### src/mdc_defs.svh
// Offsets, field positions, reset values and timing counts of the bank
`ifndef MDC_DEFS_SVH
`define MDC_DEFS_SVH
// Register offsets on the serial configuration port
`define MDC_OFS_FAULT_CLR 6'h04
`define MDC_OFS_SUPPLY 6'h05
`define MDC_OFS_OC 6'h06
`define MDC_OFS_LIMIT 6'h07
`define MDC_OFS_BUCK 6'h08
`define MDC_OFS_HALL 6'h09
// Reset values
`define MDC_RST_SUPPLY 8'h46
`define MDC_RST_OC 8'h10
`define MDC_RST_LIMIT 8'h00
`define MDC_RST_BUCK 8'h00
`define MDC_RST_HALL 8'h01
// Writable bits; the rest read as zero
`define MDC_WMASK_SUPPLY 8'h7F
`define MDC_WMASK_OC 8'hFF
`define MDC_WMASK_LIMIT 8'hFF
`define MDC_WMASK_BUCK 8'h3F
`define MDC_WMASK_HALL 8'h1F
// Field positions
`define MDC_B_TEMP_REP 0
`define MDC_B_OV_EN 2
`define MDC_B_OV_SEL 3
`define MDC_B_FULL_DUTY 4
`define MDC_B_OC_MODE 0
`define MDC_B_OC_LVL 2
`define MDC_B_OC_RETRY 3
`define MDC_B_OC_DEG 4
`define MDC_B_OC_CBC 6
`define MDC_B_DRIVER_OFF 7
`define MDC_B_GAIN 0
`define MDC_B_SYNC_RECT 2
`define MDC_B_ASYNC_RECT 3
`define MDC_B_RECIRC 6
`define MDC_B_BUCK_DISABLE 0
`define MDC_B_BUCK_VSEL 1
`define MDC_B_BUCK_CURRENT_LIMIT 3
`define MDC_B_BUCK_SEQ_DIS 4
`define MDC_B_FAULT_CLR 0
// Timing: clock period, deglitch and retry times
`define MDC_CLK_NS 8
`define MDC_DEG0_NS 200
`define MDC_DEG1_NS 600
`define MDC_DEG2_NS 1250
`define MDC_DEG3_NS 1600
`define MDC_NS_TO_CYC(t) (((t) + `MDC_CLK_NS - 1) / `MDC_CLK_NS)
`define MDC_RETRY_SHORT_MS 5
`define MDC_RETRY_LONG_MS 500
`define MDC_MS_TO_CYC(t) ((t) * 1000000 / `MDC_CLK_NS)
// Serial frame layout
`define MDC_FRAME_BITS 16
`define MDC_HDR_BITS 8
`endif

### src/mdc_control_regs_note_end.sv
// Holds no logic; the bank lives in the other design files

### src/mdc_pkg.sv
// Types shared by the control register bank files
package mdc_pkg;
   typedef logic [7:0] mdc_byte_t;
   typedef logic [5:0] mdc_addr_t;
   // Overcurrent reaction, in field code order
   typedef enum logic [1:0] {MDC_OC_LATCH, MDC_OC_RETRY, MDC_OC_REPORT,
      MDC_OC_IGNORE} mdc_oc_mode_e;
   // Overcurrent protection states
   typedef enum logic [1:0] {MDC_ST_IDLE, MDC_ST_LATCHED, MDC_ST_WAIT}
      mdc_oc_state_e;
endpackage

### src/mdc_link_if.sv
// Internal register access link between serial port and bank
interface mdc_link_if;
   import mdc_pkg::*;
   mdc_addr_t addr; // Register address of the frame
   logic wr_en; // One-cycle write strobe
   mdc_byte_t wr_data; // Write data
   mdc_byte_t rd_data; // Read data for addr
   modport serial (output addr, output wr_en, output wr_data,
      input rd_data);
   modport bank (input addr, input wr_en, input wr_data,
      output rd_data);
endinterface

### src/mdc_control_regs.sv
// Motor driver control register bank with overcurrent handling
// What this block does
// - Full-duty PWM frequency bit picks 20/40 kHz
// - Overvoltage level bit picks 34 V or 22 V
// - Overvoltage protection only while enable bit set
// - Temperature warning drives fault pin only if enabled
// - Driver-off bit enters low-power standby
// - Cycle-clear bit releases overcurrent on new PWM
// - Overcurrent must persist for selected deglitch time
// - Retry wait 5 ms or 500 ms
// - Fault option 0 latches, 1 auto-retries
// - Option 2 reports only, 3 does nothing
// - Recirculation bit picks brake or coast
// - Async rectification only when enabled
// - Sync rectification only when enabled
// - Two-bit sense amplifier gain select
// - Buck sequencing skipped when disable bit set
// - Buck current limit 600 mA or 150 mA
// - Two-bit buck output voltage select
// - Buck runs unless disable bit set
// - Overcurrent register resets to 10h
// - Fault-clear bit clears latched faults, self-clears
`include "mdc_defs.svh"
module mdc_control_regs
   import mdc_pkg::*;
#(
   parameter int unsigned RETRY_SHORT_CYCLES =
      `MDC_MS_TO_CYC(`MDC_RETRY_SHORT_MS),
   parameter int unsigned RETRY_LONG_CYCLES =
      `MDC_MS_TO_CYC(`MDC_RETRY_LONG_MS),
   parameter int unsigned RETRY_W = 26
)
(
   input wire logic clock,
   input wire logic reset_n,
   input wire logic spi_sclk,
   input wire logic spi_cs_n,
   input wire logic spi_sdi,
   output logic spi_sdo,
   output logic spi_sdo_oe,
   input wire logic pwm_in,
   input wire logic overcurrent_raw,
   input wire logic supply_over_raw,
   input wire logic temp_warning_raw,
   output logic fault_output_n,
   output logic full_duty_40k,
   output logic overvoltage_level_22v,
   output logic overvoltage_shutdown,
   output logic driver_standby,
   output logic overcurrent_level_24a,
   output logic drive_shutdown,
   output logic overcurrent_reported,
   output logic limit_recirculation_coast,
   output logic async_rectify_on,
   output logic sync_rectify_on,
   output logic [1:0] sense_amp_gain,
   output logic buck_sequencing_on,
   output logic buck_current_150ma,
   output logic [1:0] buck_voltage_sel,
   output logic buck_run
);
   mdc_link_if link ();

   mdc_byte_t supply_reg; // Supply protection configuration
   mdc_byte_t oc_reg; // Overcurrent and standby configuration
   mdc_byte_t limit_reg; // Limit, rectification and sense
   mdc_byte_t buck_reg; // Buck regulator configuration
   mdc_byte_t hall_reg; // Hall, brake and direction storage
   logic clear_reg; // Fault-clear pulse, reads back zero
   logic pwm_meta_reg; // PWM first stage
   logic pwm_s2_reg;
   logic pwm_s3_reg;
   logic pwm_reg; // Filtered PWM level
   logic pwm_prev_reg;
   logic pwm_rise; // New PWM cycle
   logic [7:0] deg_cnt_reg; // Cycles overcurrent has persisted
   logic [7:0] deg_limit; // Deglitch cycles for current code
   logic oc_trip; // Deglitched overcurrent event
   mdc_oc_state_e oc_state_reg;
   mdc_oc_mode_e oc_mode;
   logic [RETRY_W-1:0] retry_cnt_reg; // Retry wait countdown
   logic [RETRY_W-1:0] retry_load;
   logic oc_release; // Cycle-by-cycle release
   logic oc_report_reg; // Sticky overcurrent indication
   logic fault_n_reg;
   logic shutdown_reg;
   logic ov_fault_reg;
   logic wr_hit_clear;

   // Serial frame handling lives in its own module
   mdc_serial_port u_serial (
      .clock(clock),
      .reset_n(reset_n),
      .spi_sclk(spi_sclk),
      .spi_cs_n(spi_cs_n),
      .spi_sdi(spi_sdi),
      .spi_sdo(spi_sdo),
      .spi_sdo_oe(spi_sdo_oe),
      .link(link.serial)
   );

   // Register writes; masks keep read-only reserved bits at zero
   always_ff @(posedge clock or negedge reset_n)
      if (!reset_n)
      begin
         supply_reg <= `MDC_RST_SUPPLY;
         oc_reg <= `MDC_RST_OC;
         limit_reg <= `MDC_RST_LIMIT;
         buck_reg <= `MDC_RST_BUCK;
         hall_reg <= `MDC_RST_HALL;
      end
      else if (link.wr_en)
      begin
         // Unmapped addresses fall through and are ignored
         unique case (link.addr)
            `MDC_OFS_SUPPLY: supply_reg <= link.wr_data & `MDC_WMASK_SUPPLY;
            `MDC_OFS_OC: oc_reg <= link.wr_data & `MDC_WMASK_OC;
            `MDC_OFS_LIMIT: limit_reg <= link.wr_data & `MDC_WMASK_LIMIT;
            `MDC_OFS_BUCK: buck_reg <= link.wr_data & `MDC_WMASK_BUCK;
            `MDC_OFS_HALL: hall_reg <= link.wr_data & `MDC_WMASK_HALL;
            default:
            begin
            end
         endcase
      end

   assign wr_hit_clear = link.wr_en && link.addr == `MDC_OFS_FAULT_CLR &&
      link.wr_data[`MDC_B_FAULT_CLR];

   // Fault clear is a one-cycle pulse; nothing stores it
   always_ff @(posedge clock or negedge reset_n)
      if (!reset_n)
         clear_reg <= 1'b0;
      else
         clear_reg <= wr_hit_clear;

   // Read mux; the clear bit and unmapped words read zero
   always_comb
   begin
      unique case (link.addr)
         `MDC_OFS_SUPPLY: link.rd_data = supply_reg;
         `MDC_OFS_OC: link.rd_data = oc_reg;
         `MDC_OFS_LIMIT: link.rd_data = limit_reg;
         `MDC_OFS_BUCK: link.rd_data = buck_reg;
         `MDC_OFS_HALL: link.rd_data = hall_reg;
         default: link.rd_data = 8'h00;
      endcase
   end

   // PWM pin filter; stage one feeds only stage two
   always_ff @(posedge clock or negedge reset_n)
      if (!reset_n)
      begin
         pwm_meta_reg <= 1'b0;
         pwm_s2_reg <= 1'b0;
         pwm_s3_reg <= 1'b0;
         pwm_reg <= 1'b0;
         pwm_prev_reg <= 1'b0;
      end
      else
      begin
         pwm_meta_reg <= pwm_in;
         pwm_s2_reg <= pwm_meta_reg;
         pwm_s3_reg <= pwm_s2_reg;
         if (pwm_s2_reg == pwm_s3_reg)
            pwm_reg <= pwm_s2_reg;
         pwm_prev_reg <= pwm_reg;
      end

   assign pwm_rise = pwm_reg && !pwm_prev_reg;
   assign oc_release = oc_reg[`MDC_B_OC_CBC] && pwm_rise;
   assign oc_mode = mdc_oc_mode_e'(oc_reg[`MDC_B_OC_MODE +: 2]);

   // Deglitch length per code, rounded up to whole cycles
   always_comb
   begin
      unique case (oc_reg[`MDC_B_OC_DEG +: 2])
         2'h0: deg_limit = 8'(`MDC_NS_TO_CYC(`MDC_DEG0_NS));
         2'h1: deg_limit = 8'(`MDC_NS_TO_CYC(`MDC_DEG1_NS));
         2'h2: deg_limit = 8'(`MDC_NS_TO_CYC(`MDC_DEG2_NS));
         2'h3: deg_limit = 8'(`MDC_NS_TO_CYC(`MDC_DEG3_NS));
      endcase
   end

   // Persistence counter; it saturates so one event trips once
   always_ff @(posedge clock or negedge reset_n)
      if (!reset_n)
         deg_cnt_reg <= 8'h00;
      else if (!overcurrent_raw)
         deg_cnt_reg <= 8'h00;
      else if (deg_cnt_reg < deg_limit)
         deg_cnt_reg <= deg_cnt_reg + 8'h01;

   assign oc_trip = overcurrent_raw && deg_cnt_reg == deg_limit - 8'h01;

   // Retry wait follows the retry-time bit at the moment of the trip
   assign retry_load = oc_reg[`MDC_B_OC_RETRY] ?
      RETRY_W'(RETRY_LONG_CYCLES - 1) :
      RETRY_W'(RETRY_SHORT_CYCLES - 1);

   // Overcurrent reaction state machine
   always_ff @(posedge clock or negedge reset_n)
      if (!reset_n)
      begin
         oc_state_reg <= MDC_ST_IDLE;
         retry_cnt_reg <= '0;
      end
      else
         unique case (oc_state_reg)
            MDC_ST_IDLE:
               if (oc_trip && oc_mode == MDC_OC_LATCH)
                  oc_state_reg <= MDC_ST_LATCHED;
               else if (oc_trip && oc_mode == MDC_OC_RETRY)
               begin
                  oc_state_reg <= MDC_ST_WAIT;
                  retry_cnt_reg <= retry_load;
               end
            MDC_ST_LATCHED:
               // Only a clear command or a new PWM cycle releases it
               if (clear_reg || oc_release)
                  oc_state_reg <= MDC_ST_IDLE;
            MDC_ST_WAIT:
               if (retry_cnt_reg == '0 || clear_reg || oc_release)
                  oc_state_reg <= MDC_ST_IDLE;
               else
                  retry_cnt_reg <= retry_cnt_reg - 1'b1;
            default:
               oc_state_reg <= MDC_ST_IDLE;
         endcase

   // Sticky report; a new event wins over a clear in the same cycle
   always_ff @(posedge clock or negedge reset_n)
      if (!reset_n)
         oc_report_reg <= 1'b0;
      else if (oc_trip && oc_mode != MDC_OC_IGNORE)
         oc_report_reg <= 1'b1;
      else if (clear_reg)
         oc_report_reg <= 1'b0;
      else if (oc_state_reg != MDC_ST_IDLE && oc_release)
         oc_report_reg <= 1'b0;

   // Registered protection outputs and the open fault pin level
   always_ff @(posedge clock or negedge reset_n)
      if (!reset_n)
      begin
         fault_n_reg <= 1'b1;
         shutdown_reg <= 1'b0;
         ov_fault_reg <= 1'b0;
      end
      else
      begin
         ov_fault_reg <= supply_over_raw && supply_reg[`MDC_B_OV_EN];
         shutdown_reg <= oc_state_reg != MDC_ST_IDLE;
         fault_n_reg <= !(oc_report_reg || ov_fault_reg ||
            (temp_warning_raw && supply_reg[`MDC_B_TEMP_REP]));
      end

   assign fault_output_n = fault_n_reg;
   assign drive_shutdown = shutdown_reg;
   assign overvoltage_shutdown = ov_fault_reg;
   assign overcurrent_reported = oc_report_reg;
   // Settings straight from the register flops
   assign full_duty_40k = supply_reg[`MDC_B_FULL_DUTY];
   assign overvoltage_level_22v = supply_reg[`MDC_B_OV_SEL];
   assign driver_standby = oc_reg[`MDC_B_DRIVER_OFF];
   assign overcurrent_level_24a = oc_reg[`MDC_B_OC_LVL];
   assign limit_recirculation_coast = limit_reg[`MDC_B_RECIRC];
   assign async_rectify_on = limit_reg[`MDC_B_ASYNC_RECT];
   assign sync_rectify_on = limit_reg[`MDC_B_SYNC_RECT];
   assign sense_amp_gain = limit_reg[`MDC_B_GAIN +: 2];
   assign buck_sequencing_on = !buck_reg[`MDC_B_BUCK_SEQ_DIS];
   assign buck_current_150ma = buck_reg[`MDC_B_BUCK_CURRENT_LIMIT];
   assign buck_voltage_sel = buck_reg[`MDC_B_BUCK_VSEL +: 2];
   assign buck_run = !buck_reg[`MDC_B_BUCK_DISABLE];
endmodule

### src/mdc_serial_port.sv
// Serial configuration port: pin filtering and 16-bit frame handling
`include "mdc_defs.svh"
module mdc_serial_port
   import mdc_pkg::*;
(
   input wire logic clock,
   input wire logic reset_n,
   input wire logic spi_sclk,
   input wire logic spi_cs_n,
   input wire logic spi_sdi,
   output logic spi_sdo,
   output logic spi_sdo_oe,
   mdc_link_if.serial link
);
   logic [2:0] meta_reg; // First stage, read only by second
   logic [2:0] s2_reg; // Second stage
   logic [2:0] s3_reg; // Third stage
   logic [2:0] pin_reg; // Filtered pins: sdi, cs_n, sclk
   logic [2:0] prev_reg; // Filtered pins one cycle ago
   logic [4:0] cnt_reg; // Bits taken in this frame
   logic [6:0] rx_reg; // Shifted-in bits
   logic rd_reg; // Frame is a read
   logic [6:0] tx_reg; // Remaining read data bits
   logic sdo_reg; // Driven data bit
   logic sclk_rise;
   logic sclk_fall;
   logic cs_active;

   // Three-stage filter; a change counts once stages two and three agree
   always_ff @(posedge clock or negedge reset_n)
      if (!reset_n)
      begin
         // Idle levels: sclk low, cs_n high, so no false edge after reset
         meta_reg <= 3'h2;
         s2_reg <= 3'h2;
         s3_reg <= 3'h2;
         pin_reg <= 3'h2;
         prev_reg <= 3'h2;
      end
      else
      begin
         meta_reg <= {spi_sdi, spi_cs_n, spi_sclk};
         s2_reg <= meta_reg;
         s3_reg <= s2_reg;
         pin_reg <= (s2_reg & ~(s2_reg ^ s3_reg)) |
            (pin_reg & (s2_reg ^ s3_reg));
         prev_reg <= pin_reg;
      end

   assign cs_active = ~pin_reg[1];
   assign sclk_rise = cs_active & pin_reg[0] & ~prev_reg[0];
   assign sclk_fall = cs_active & ~pin_reg[0] & prev_reg[0];
   // Handshake-style enable: drive only while selected
   assign spi_sdo_oe = cs_active;
   assign spi_sdo = sdo_reg;

   // Input shifting, header decode and write strobe
   always_ff @(posedge clock or negedge reset_n)
      if (!reset_n)
      begin
         cnt_reg <= 5'h00;
         rx_reg <= 7'h00;
         rd_reg <= 1'b0;
         link.addr <= 6'h00;
         link.wr_en <= 1'b0;
         link.wr_data <= 8'h00;
      end
      else
      begin
         link.wr_en <= 1'b0;
         if (!cs_active)
            cnt_reg <= 5'h00; // Early deselect drops the frame
         else if (sclk_rise && cnt_reg < 5'(`MDC_FRAME_BITS))
         begin
            rx_reg <= {rx_reg[5:0], pin_reg[2]};
            cnt_reg <= cnt_reg + 5'h01;
            if (cnt_reg == 5'(`MDC_HDR_BITS - 1))
            begin
               rd_reg <= rx_reg[6];
               link.addr <= rx_reg[5:0]; // Last header bit is parity
            end
            if (cnt_reg == 5'(`MDC_FRAME_BITS - 1) && !rd_reg)
            begin
               link.wr_en <= 1'b1;
               link.wr_data <= {rx_reg, pin_reg[2]};
            end
         end
      end

   // Output shifting; header time returns a zero status byte
   always_ff @(posedge clock or negedge reset_n)
      if (!reset_n)
      begin
         tx_reg <= 7'h00;
         sdo_reg <= 1'b0;
      end
      else if (!cs_active)
         sdo_reg <= 1'b0;
      else if (sclk_fall && cnt_reg == 5'(`MDC_HDR_BITS))
      begin
         sdo_reg <= link.rd_data[7];
         tx_reg <= link.rd_data[6:0];
      end
      else if (sclk_fall && cnt_reg > 5'(`MDC_HDR_BITS))
      begin
         sdo_reg <= tx_reg[6];
         tx_reg <= {tx_reg[5:0], 1'b0};
      end
endmodule

### config.mk
export PLATFORM = sky130hd
export DESIGN_NAME = mdc_control_regs
export DESIGN_NICKNAME = d
export VERILOG_FILES = /design/src/mdc_control_regs_note_end.sv /design/src/mdc_pkg.sv /design/src/mdc_link_if.sv /design/src/mdc_control_regs.sv /design/src/mdc_serial_port.sv
export VERILOG_INCLUDE_DIRS = /design/src
export SDC_FILE = /design/constraint.sdc
export NUM_CORES = 1
export LEC_CHECK = 0
export ABC_AREA = 0
export BUFFER_PORTS_ARGS = -buffer_cell sky130_fd_sc_hd__buf_2
export CORE_ASPECT_RATIO = 0.7
export CORE_MARGIN = 10
export CORE_UTILIZATION = 55
export DETAILED_ROUTE_END_ITERATION = 8
export GPL_ROUTABILITY_DRIVEN = 0
export PLACE_DENSITY = 0.73
export SYNTH_ARGS = -nofsm -noshare
export SYNTH_HDL_FRONTEND = slang
export SYNTH_SLANG_ARGS = --single-unit
### constraint.sdc
create_clock -name clock -period 2.4 [get_ports clock]
set_input_delay 0.12 -clock clock [delete_from_list [all_inputs] [get_ports clock]]
set_output_delay 0.12 -clock clock [all_outputs]
set_load 0.02 [all_outputs]
## After elaboration in Yosys (flattened, before gate mapping)

Index checks and enable logic that the tools add are counted.

| word-level totals | value |
|---|---|
| bits of input ports | 9 |
| output and inout port bits | 20 |
| word-level logic and storage cells | 148 |
| flip-flop bits (word level) | 129 |

| operators by class | value |
|---|---|
| reduce and logical (&&, ||, !) cells | 46 |
| mux-type cells | 27 |
| bitwise logic cells | 12 |
| magnitude comparators | 3 |
| add/sub/neg operators | 4 |
| eq/ne operators | 25 |

Operators by type and width:

| operator | number |
|---|---|
| 2-to-1 mux 26 bit | 4 |
| one-hot mux 26 bit (2 select lines) | 1 |
| one-hot mux 8 bit (5 select lines) | 1 |
| one-hot mux 8 bit (4 select lines) | 1 |
| logical NOT 26 bit | 1 |
| subtractor 26 x 1 -> 26 bit, second input constant | 1 |
| equality test 6 x 3 -> 1 bit, second input constant | 4 |
| 2-to-1 mux 8 bit | 2 |
| logical AND 1 bit | 15 |
| 2-to-1 mux 7 bit | 2 |
| AND reduction 2 bit | 7 |
| equality test 6 x 4 -> 1 bit, second input constant | 2 |
| != test 2 bit, second input constant | 6 |
| equality test 5 x 4 -> 1 bit, second input constant | 2 |
| 2-to-1 mux 5 bit | 2 |
| 2-to-1 mux 1 bit | 9 |
| AND reduction 3 bit | 3 |
| adder 8 x 1 -> 8 bit, second input constant | 1 |
| equality test 8 bit | 1 |
| < comparator 8 bit | 1 |
| 2-to-1 mux 2 bit | 4 |
| nonzero test 2 bit | 4 |
| subtractor 8 x 1 -> 8 bit, second input constant | 1 |
| bitwise AND 3 bit | 2 |
| 20 further kinds | 40 |

## Longest topological paths before layout

Gate-level depths: netlist (run 1).

| depth | value |
|---|---|
| depth in word-level cells | 9 |
| gate-level depth with buffers | 10 |

## Hierarchy

A second synthesis (run 1) with hierarchy kept.

| second synthesis, totals | value |
|---|---|
| cells, all modules | 517 |
| area total of the unflattened synthesis | 6,160.9 sq um |

Modules (own cells, without submodules):

| module | sequential area each (sq um) | area each (sq um) | cells an instance | instances |
|---|---|---|---|---|
| mdc_control_regs | 2,009.4 | 4,180.3 | 392 | 1 |
| mdc_serial_port | 1,231.2 | 1,980.6 | 125 | 1 |

## Worst setup path before layout (run 1)

OpenSTA, ideal clock, no wires.

| timing path | value |
|---|---|
| path type | reg-to-reg |
| from | register oc_reg[4] |
| to | register retry_cnt_reg[5] |
| slack | 0.279 ns |
| data arrival time | 2.000 ns |
| data required time | 2.279 ns |
| stages on the path, launching flop included | 9 |
| clock period less this slack | 2.121 ns |
| cell sequence | dfstp_2 -> inv_1 -> ha_1 -> and4b_1 -> nand4_1 -> nor2_1 -> clkbuf_1 -> o22ai_1 -> a22o_1 |

| between the ends | value |
|---|---|
| word-level cells in the longest chain between the ends | 8 |

RTL lines:

| item | RTL line | RTL |
|---|---|---|
| start: declaration | mdc_control_regs.sv:65 | `mdc_byte_t oc_reg;` |
| start signal: assignment | mdc_control_regs.sv:107 | `` oc_reg <= `MDC_RST_OC; `` |
| start signal: assignment | mdc_control_regs.sv:117 | `` `MDC_OFS_OC: oc_reg <= link.wr_data & `MDC_WMASK_OC; `` |
| equality test 2 bit, or another cell as far along | mdc_control_regs.sv:177 | `` unique case (oc_reg[`MDC_B_OC_DEG +: 2]) `` |
| one-hot mux 8 bit (4 select lines) * | mdc_control_regs.sv:177 |  |
| subtractor 8 x 1 -> 8 bit * | mdc_control_regs.sv:194 | `assign oc_trip = overcurrent_raw && deg_cnt_reg == deg_limit - 8'h01;` |
| equality test 8 bit * | mdc_control_regs.sv:194 |  |
| logical AND 1 bit * | mdc_control_regs.sv:194 |  |
| logical AND 1 bit, on equally long branches | mdc_control_regs.sv:213, mdc_control_regs.sv:211 |  |
| != test 2 bit (no source line) | -- |  |
| AND reduction 4 bit (no source line) * | -- |  |
| end signal: assignment | mdc_control_regs.sv:216 | `retry_cnt_reg <= retry_load;` |
| end signal: assignment | mdc_control_regs.sv:226 | `retry_cnt_reg <= retry_cnt_reg - 1'b1;` |
| end: declaration | mdc_control_regs.sv:81 | `logic [RETRY_W-1:0] retry_cnt_reg;` |

Every way passes the cells marked *; elsewhere a longest branch is shown, timed or not. The select of a mux whose other input is x is not followed.
A chain may end at the register's enable or synchronous reset.

## Worst setup path after layout (run 1)

| timing path | value |
|---|---|
| from | register oc_reg[5] |
| to | register deg_cnt_reg[4] |

| between the ends | value |
|---|---|
| word-level cells in the longest chain between the ends | 4 |

RTL lines:

| item | RTL line | RTL |
|---|---|---|
| equality test 2 bit, or another cell as far along | mdc_control_regs.sv:177 |  |
| one-hot mux 8 bit (4 select lines) * | mdc_control_regs.sv:177 |  |
| < comparator 8 bit * | mdc_control_regs.sv:191 | `else if (deg_cnt_reg < deg_limit)` |
| != test 2 x 1 -> 1 bit (no source line) * | -- |  |
| end signal: assignment | mdc_control_regs.sv:192 | `deg_cnt_reg <= deg_cnt_reg + 8'h01;` |
| end: declaration | mdc_control_regs.sv:76 | `logic [7:0] deg_cnt_reg;` |

Marks and branches as above.

==> out/results.ini, run 1 <==
[synth]
synth-edff-count = 0
synthArstFlopShare_pct = 100
synth_seq_cells = 129
synth_area_um2 = 6260
synth_top_flop_cell = dfrtp_1
synthTopCellsByArea = dfrtp_1, mux2_2, dfstp_2, ha_1, mux2i_1
synthCells = 535
synthesis.nets = 556
yosys.area.top_type_share_pct = 47.6
ys_types = 74
synth_top_area_cell = dfrtp_1
synth.avg_cell_area_um2 = 11.7
yosys_warnings = 0
yosysSeqAreaShare_pct = 51.8

[critical_path]
critPathMaxStageDelay_ns = 0.50
path_class = flop to flop
cp_top_family = simple AND/OR/NAND/NOR gates
cp_cell_sequence = inv_1, nand2_1, ha_1, nor2b_1, o21a_1, o211a_1, or4_1, a21oi_1
crit_fanout = 8
worst_setup_path_end_kind = flop
worst-path-buf-inv = 1
cp.arrival_ns = 2.59
worstPathRequired_ns = 2.74
startpoint_type = flop
rrSetupSlack_ns = 0.15
slowest_stage = or4_1

[clocking]
clockBufferDepth = 2
insertion_delay_ns = 0.41
tritoncts = done
clkTransAtPathRegs_ns = 0.06
htreeDepth = 4
post_cts_buffers = 0
clock-sinks = 129
clock_tree.root_cell = clkbuf_16
numCtsBuffers = 17

[detailed_routing]
routed_wl_um = 14000
ant_nets = 0
drc_errors = 0
drtIter0Drc = 314
wl_per_cell_um = 18.8
vias_per_cell = 6.01
vias = 4479
dr.pass1.iters = 5

[power]
power_mw = 5.08
p_sw_mw = 1.18
power_frac_comb_pct = 3.9
power_frac_seq_pct = 46.1
clkPwrFrac_pct = 49.9
swShare_pct = 23.1
ir_drop_mv = 0.564
power_density_nw_per_um2 = 701
p_leak_nw = 3.21
p_int_mw = 3.91

[layout]
largest_register_ffs = 26
n_antenna_cell = 0
area_growth_pct = 15.8
drive_above_1_share_pct = 29.4
fin_nets = 600
fill_cells = 839

[sta]
worst_pin_slew_ns = 0.857
fin_skew_ns = 0.0105
max_slew_margin_pct = 42.9
setup_viol = 0
finalCritPeriodShare_pct = 93.7
rsz0062_at_grt = no
min_period_ns = 2.25
drv_slew = 0
tns_ns = 0
hold_violations = 0
fmax_mhz = 445

[global_route]
grt_pass1_wl_um = 23400
grt_pass1_vias = 4588
overflow = 0
antenna_found_initial = 0
grt_usage_pct = 18.1
grt_max_degree = 57

[die]
placement_rows = 32
die_h_um = 109
initial_core_util_pct = 56.7
die_w_um = 148
die_area_um2 = 16100
io_pins = 29
coreArea_um2 = 11100

[placed_design]
dp_hpwl_um = 9690
io_buffer_count = 28

[outcome]
run_status = complete, no violations

[hold_path]
hold_path.class = primary input to flop

[job]
max_cap_violations = 0

-- path summary, 6_finish.rpt --
| path | cells past startpoint | end | from |
|---|---|---|---|
| min | 3 | deg_cnt_reg[7]$_DFFE_PN0P_ | overcurrent_raw |
| max in group asynchronous | 3 | fault_output_n$_DFF_PN1_ | reset_n |
| max reg2reg | 8 | deg_cnt_reg[4]$_DFFE_PN0P_ | oc_reg[5]$_DFFE_PN0P_ |
| min reg2reg | 0 | u_serial.s2_reg[0]$_DFF_PN0_ | u_serial.meta_reg[0]$_DFF_PN0_ |
| max | 8 | deg_cnt_reg[4]$_DFFE_PN0P_ | oc_reg[5]$_DFFE_PN0P_ |
| min in group asynchronous | 2 | deg_cnt_reg[6]$_DFFE_PN0P_ | reset_n |
-- cells in the final DEF (no fill, tap or decap), drive strengths merged, types with 3 or more instances in the layout --
master / count
a21oi: 15
mux2i: 15
nand2b: 8
nand2: 31
dfrtp: 119
nor2: 30
clkinv: 6
nand3b: 3
nor3: 17
dlygate4sd3: 7
o211ai: 4
a211oi: 4
o31ai: 4
maj3: 4
o22ai: 8
o22a: 7
or4: 3
a31oi: 9
nor4: 9
ha: 12
mux2: 63
inv: 20
nand4: 8
nor2b: 7
o21ai: 16
xor2: 3
a22o: 6
and2: 6
a22oi: 9
dfstp: 10
nand3: 18
buf: 45
a2bb2oi: 3
nor4b: 5
clkbuf: 19
o21a: 3
-- what timing repair did --
item,4_1_cts,5_1_grt
hold buffers,7,0
endpoints found under the setup margin,0,12
hold endpoints to repair,50,0
gates resized for setup,0,3
-- tightest hold or removal path, cell delays in order --
cell     delay, ns
buf_2         0.17
nand2_1       0.08
mux2i_1       0.06
-- Yosys cell counts, types with 5 or more instances --
cell	number
dfrtp_1	119
mux2_2	63
nand2_1	31
nor2_1	29
nand3_1	17
inv_1	15
mux2i_1	15
a21oi_1	14
nor3_1	13
ha_1	12
clkbuf_1	11
dfstp_2	10
a22oi_1	9
a31oi_1	9
nand2b_1	8
nand4_1	8
o21ai_0	8
o22ai_1	8
buf_2	7
o21ai_1	7
o22a_1	7
a22o_1	6
and2_1	6
buf_4	6
nor2b_1	6
nor4_1	5
-- stage by stage --
| stage | instance area, µm² | std cells | hold slack (ns) | worst slack (ns) | util [%] |
|---|---|---|---|---|---|
| 3_5_place_dp | 6590 | 706 | 0.191 | 0.155 | 59.6 |
| 4_1_cts | 7240 | 745 | 0.0422 | 0.107 | 65.5 |
| 2_1_floorplan | 6260 | 535 | -0.176 | 0.279 | - |
| 5_1_grt | 7250 | 745 | 0.0629 | 0.000777 | 65.6 |
| 3_3_place_gp | 6590 | 706 | 0.183 | 0.234 | 59.6 |
| 6_report | 7250 | 745 | 0.0557 | 0.152 | 65.6 |
-- layer usage --
| metal | GRT usage (%) | vias to the layer above | wire length, µm |
|---|---|---|---|
| li1 | - | 2077 | - |
| met1 | 23.8 | 2260 | 6610 |
| met2 | 28.4 | 124 | 6350 |
| met3 | 4.97 | 18 | 836 |
| met4 | 6.49 | 0 | 175 |
| met5 | 0 | - | 0 |
-- cells by family after synthesis --
logic type               Yosys count  synth area share [%]
flip-flops                       129                  51.8
adder cells (fa/ha/maj)           16                  3.04
AND/OR/NAND/NOR                  159                  15.5
XOR/XNOR                           5                 0.700
buffers and inverters             43                  3.32
AO/OA/AOI/OAI                    105                  12.0
multiplexers                      78                  13.7
-- power groups by stage --
stage | Sequential [mW] | Combinational (mW) | Clock, mW
floorplan | 2.35 | 0.118 | 0
global placement | 2.38 | 0.187 | 0
detailed placement | 2.39 | 0.195 | 0
CTS | 2.35 | 0.205 | 2.57
global route | 2.36 | 0.225 | 2.67
finish | 2.35 | 0.199 | 2.54
-- cell type report --
type / instances / area, µm² / area share [%]
flip-flops and latches: 129 / 3240 / 44.7
well taps: 153 / 191 / 2.64
clock inverters: 13 / 151 / 2.09
inverters: 16 / 60.1 / 0.828
repair buffers: 52 / 353 / 4.86
multi-input cells: 363 / 2820 / 38.9
clock buffers: 19 / 433 / 5.97
Power figures use the tool's default switching activity.
==> run 2, diff against run 1 <==
--- a/config.mk
+++ b/config.mk
@@ -10,10 +10,10 @@
 export BUFFER_PORTS_ARGS = -buffer_cell sky130_fd_sc_hd__buf_2
 export CORE_ASPECT_RATIO = 0.7
 export CORE_MARGIN = 10
-export CORE_UTILIZATION = 55
+export CORE_UTILIZATION = 58
 export DETAILED_ROUTE_END_ITERATION = 8
 export GPL_ROUTABILITY_DRIVEN = 0
-export PLACE_DENSITY = 0.73
+export PLACE_DENSITY = 0.76
 export SYNTH_ARGS = -nofsm -noshare
 export SYNTH_HDL_FRONTEND = slang
 export SYNTH_SLANG_ARGS = --single-unit
==> run 2 against run 1 <==
Global-route usage grew 2.2 points. Sequential power is essentially flat. Die area shrank 4.4%. Non-clock buffer count grew 5. Final cell count shrank 2.1%. Sequential cell count is the same. Critical path type unchanged.
==> out/results.ini, run 2 (synthesis results as in run 1) <==
[layout]
n_antenna_cell = 0  ; unchanged
drive_above_1_share_pct = 30.2  ; +0.76 points
fin_nets = 605  ; +0.83%
fill_cells = 723  ; -14%
area_growth_pct = 16.4
largest_register_ffs = 26  ; unchanged
final_util_pct = 69.9  ; +4.2 points
mostFrequentLayoutCells = dfrtp_1, mux2_2, nand2_1, nor2_1, buf_2
layout_commonest_cell = dfrtp_1

[global_route]
grt_max_degree = 55  ; -3.5%
antenna_found_initial = 0  ; unchanged
overflow = 0  ; unchanged
grt_pass1_vias = 4714  ; +2.7%
grt_pass1_wl_um = 24600  ; +5.0%
grt_usage_pct = 20.3  ; +2.2 points

[clocking]
htreeDepth = 4  ; unchanged
tritoncts = done
numCtsBuffers = 17  ; unchanged
clock-sinks = 129  ; unchanged
insertion_delay_ns = 0.41  ; about the same
clock_tree.root_cell = clkbuf_16
clockBufferDepth = 2  ; unchanged
clkTransAtPathRegs_ns = 0.06  ; about the same

[sta]
whs_ns = 0.0635  ; +0.00782 ns
min_period_ns = 2.29  ; +0.0391 ns
drv_slew = 0  ; unchanged
worst_pin_slew_ns = 0.660  ; -0.197 ns
finalCritPeriodShare_pct = 95.3  ; +1.6 points
fmax_mhz = 437  ; -1.7%
max_slew_margin_pct = 56.0  ; +13 points
tns_ns = 0  ; unchanged
hold_violations = 0  ; unchanged
fin_skew_ns = 0.00647  ; -0.00401 ns
rsz0062_at_grt = no
setup_viol = 0  ; unchanged

[power]
p_leak_nw = 3.24  ; +1.2%
power_density_nw_per_um2 = 721  ; +2.8%
power_mw = 5.25  ; +3.3%
ir_drop_mv = 0.541  ; -4.0%

[die]
initial_core_util_pct = 60.0  ; +3.3 points
die_h_um = 107  ; -2.1%
coreArea_um2 = 10400  ; -5.6%
placement_rows = 31  ; -3.1%
io_pins = 29  ; unchanged
die_area_um2 = 15400  ; -4.4%
die_w_um = 144  ; -2.3%

[detailed_routing]
routed_wl_um = 14700  ; +5.3%
wl_per_cell_um = 20.2  ; +7.7%
dr.pass1.iters = 7  ; +2
drtIter0Drc = 467  ; +49%
vias = 4656  ; +4.0%
ant_nets = 0  ; unchanged
drc_errors = 0  ; unchanged
vias_per_cell = 6.39  ; +6.2%

[critical_path]
r2r-start = oc_reg[4]$_DFFE_PN1P_
worst_setup_path_end_kind = flop
path_class = flop to flop
startpoint_type = flop
crit_fanout = 8  ; unchanged
r2r_end = retry_cnt_reg[4]$_DFFE_PN0P_
cp.arrival_ns = 2.58  ; about the same
rrSetupSlack_ns = 0.11  ; -0.04 ns
worstRegToRegCells = 8  ; unchanged
worstPathRequired_ns = 2.69  ; -0.05 ns

[placed_design]
dp_hpwl_um = 10100  ; +4.6%
io_buffer_count = 28  ; unchanged

[hold_path]
hold_path.class = primary input to flop
holdPathEnd = deg_cnt_reg[7]$_DFFE_PN0P_
hp-start = overcurrent_raw
min_path_cells = 3  ; unchanged

[outcome]
run_status = complete, no violations

[job]
max_cap_violations = 0  ; unchanged

[run 2: final cells by class]
cell class                 instances  area (µm²)  share of cell area [%]
sequential                       129        3240                    44.4
multi-input combinational        363        2820                    38.7
clock buffer                      19         453                    6.21
timing repair buffer              57         378                    5.18
clock inverter                    13         173                    2.37
tap                              132         165                    2.27
inverter                          16        60.1                   0.824
[run 2: layer usage]
layer  vias to the layer above  wire, µm  GRT usage, %
li1                       2090         -             -
met3                        23      1150          4.98
met4                         0       204          7.99
met2                       208      6580          30.0
met5                         -         0             0
met1                      2335      6790          28.1
[run 2: worst max path at each step]
stage                          startpoint                      endpoint  slack [ns]  cells after the start
floorplan           oc_reg[4]$_DFFE_PN1P_  retry_cnt_reg[5]$_DFFE_PN0P_        0.28                      8
global placement    oc_reg[4]$_DFFE_PN1P_    deg_cnt_reg[4]$_DFFE_PN0P_        0.24                      7
detailed placement  oc_reg[4]$_DFFE_PN1P_    deg_cnt_reg[4]$_DFFE_PN0P_        0.15                      7
CTS                 oc_reg[4]$_DFFE_PN1P_    deg_cnt_reg[6]$_DFFE_PN0P_        0.12                      7
global route        oc_reg[4]$_DFFE_PN1P_  retry_cnt_reg[4]$_DFFE_PN0P_        0.04                      8
finish              oc_reg[4]$_DFFE_PN1P_  retry_cnt_reg[4]$_DFFE_PN0P_        0.11                      8
[run 2: where the power goes]
group | total, mW | switching, mW | internal (mW) | leakage, nW
Combinational | 0.194 | 0.0997 | 0.0943 | 1.29
Sequential | 2.36 | 0.0944 | 2.26 | 1.65
Clock | 2.70 | 0.995 | 1.71 | 0.299
[run 2: critical path, cell delays in order (launching register included)]
cell and delay [ns]:
dfstp_2 0.60, inv_1 0.07, ha_1 0.29, and4b_1 0.26
nand4_1 0.12, nor2_1 0.28, nor2_2 0.15, buf_4 0.18
o22a_1 0.21
[run 2: timing repair]
action                     4_1_cts  5_1_grt
setup endpoints to repair        0        3
resized for setup                0        2
buffers inserted                 0        1
hold endpoints to repair        48        0
hold buffers                     7        0
[run 2: through the flow]
step           area [µm²]  instances  setup slack [ns]
6_report             7290        729             0.113
5_1_grt              7290        729            0.0393
4_1_cts              7270        728             0.123
3_5_place_dp         6580        689             0.152
3_3_place_gp         6580        689             0.242
2_1_floorplan        6260        535             0.279
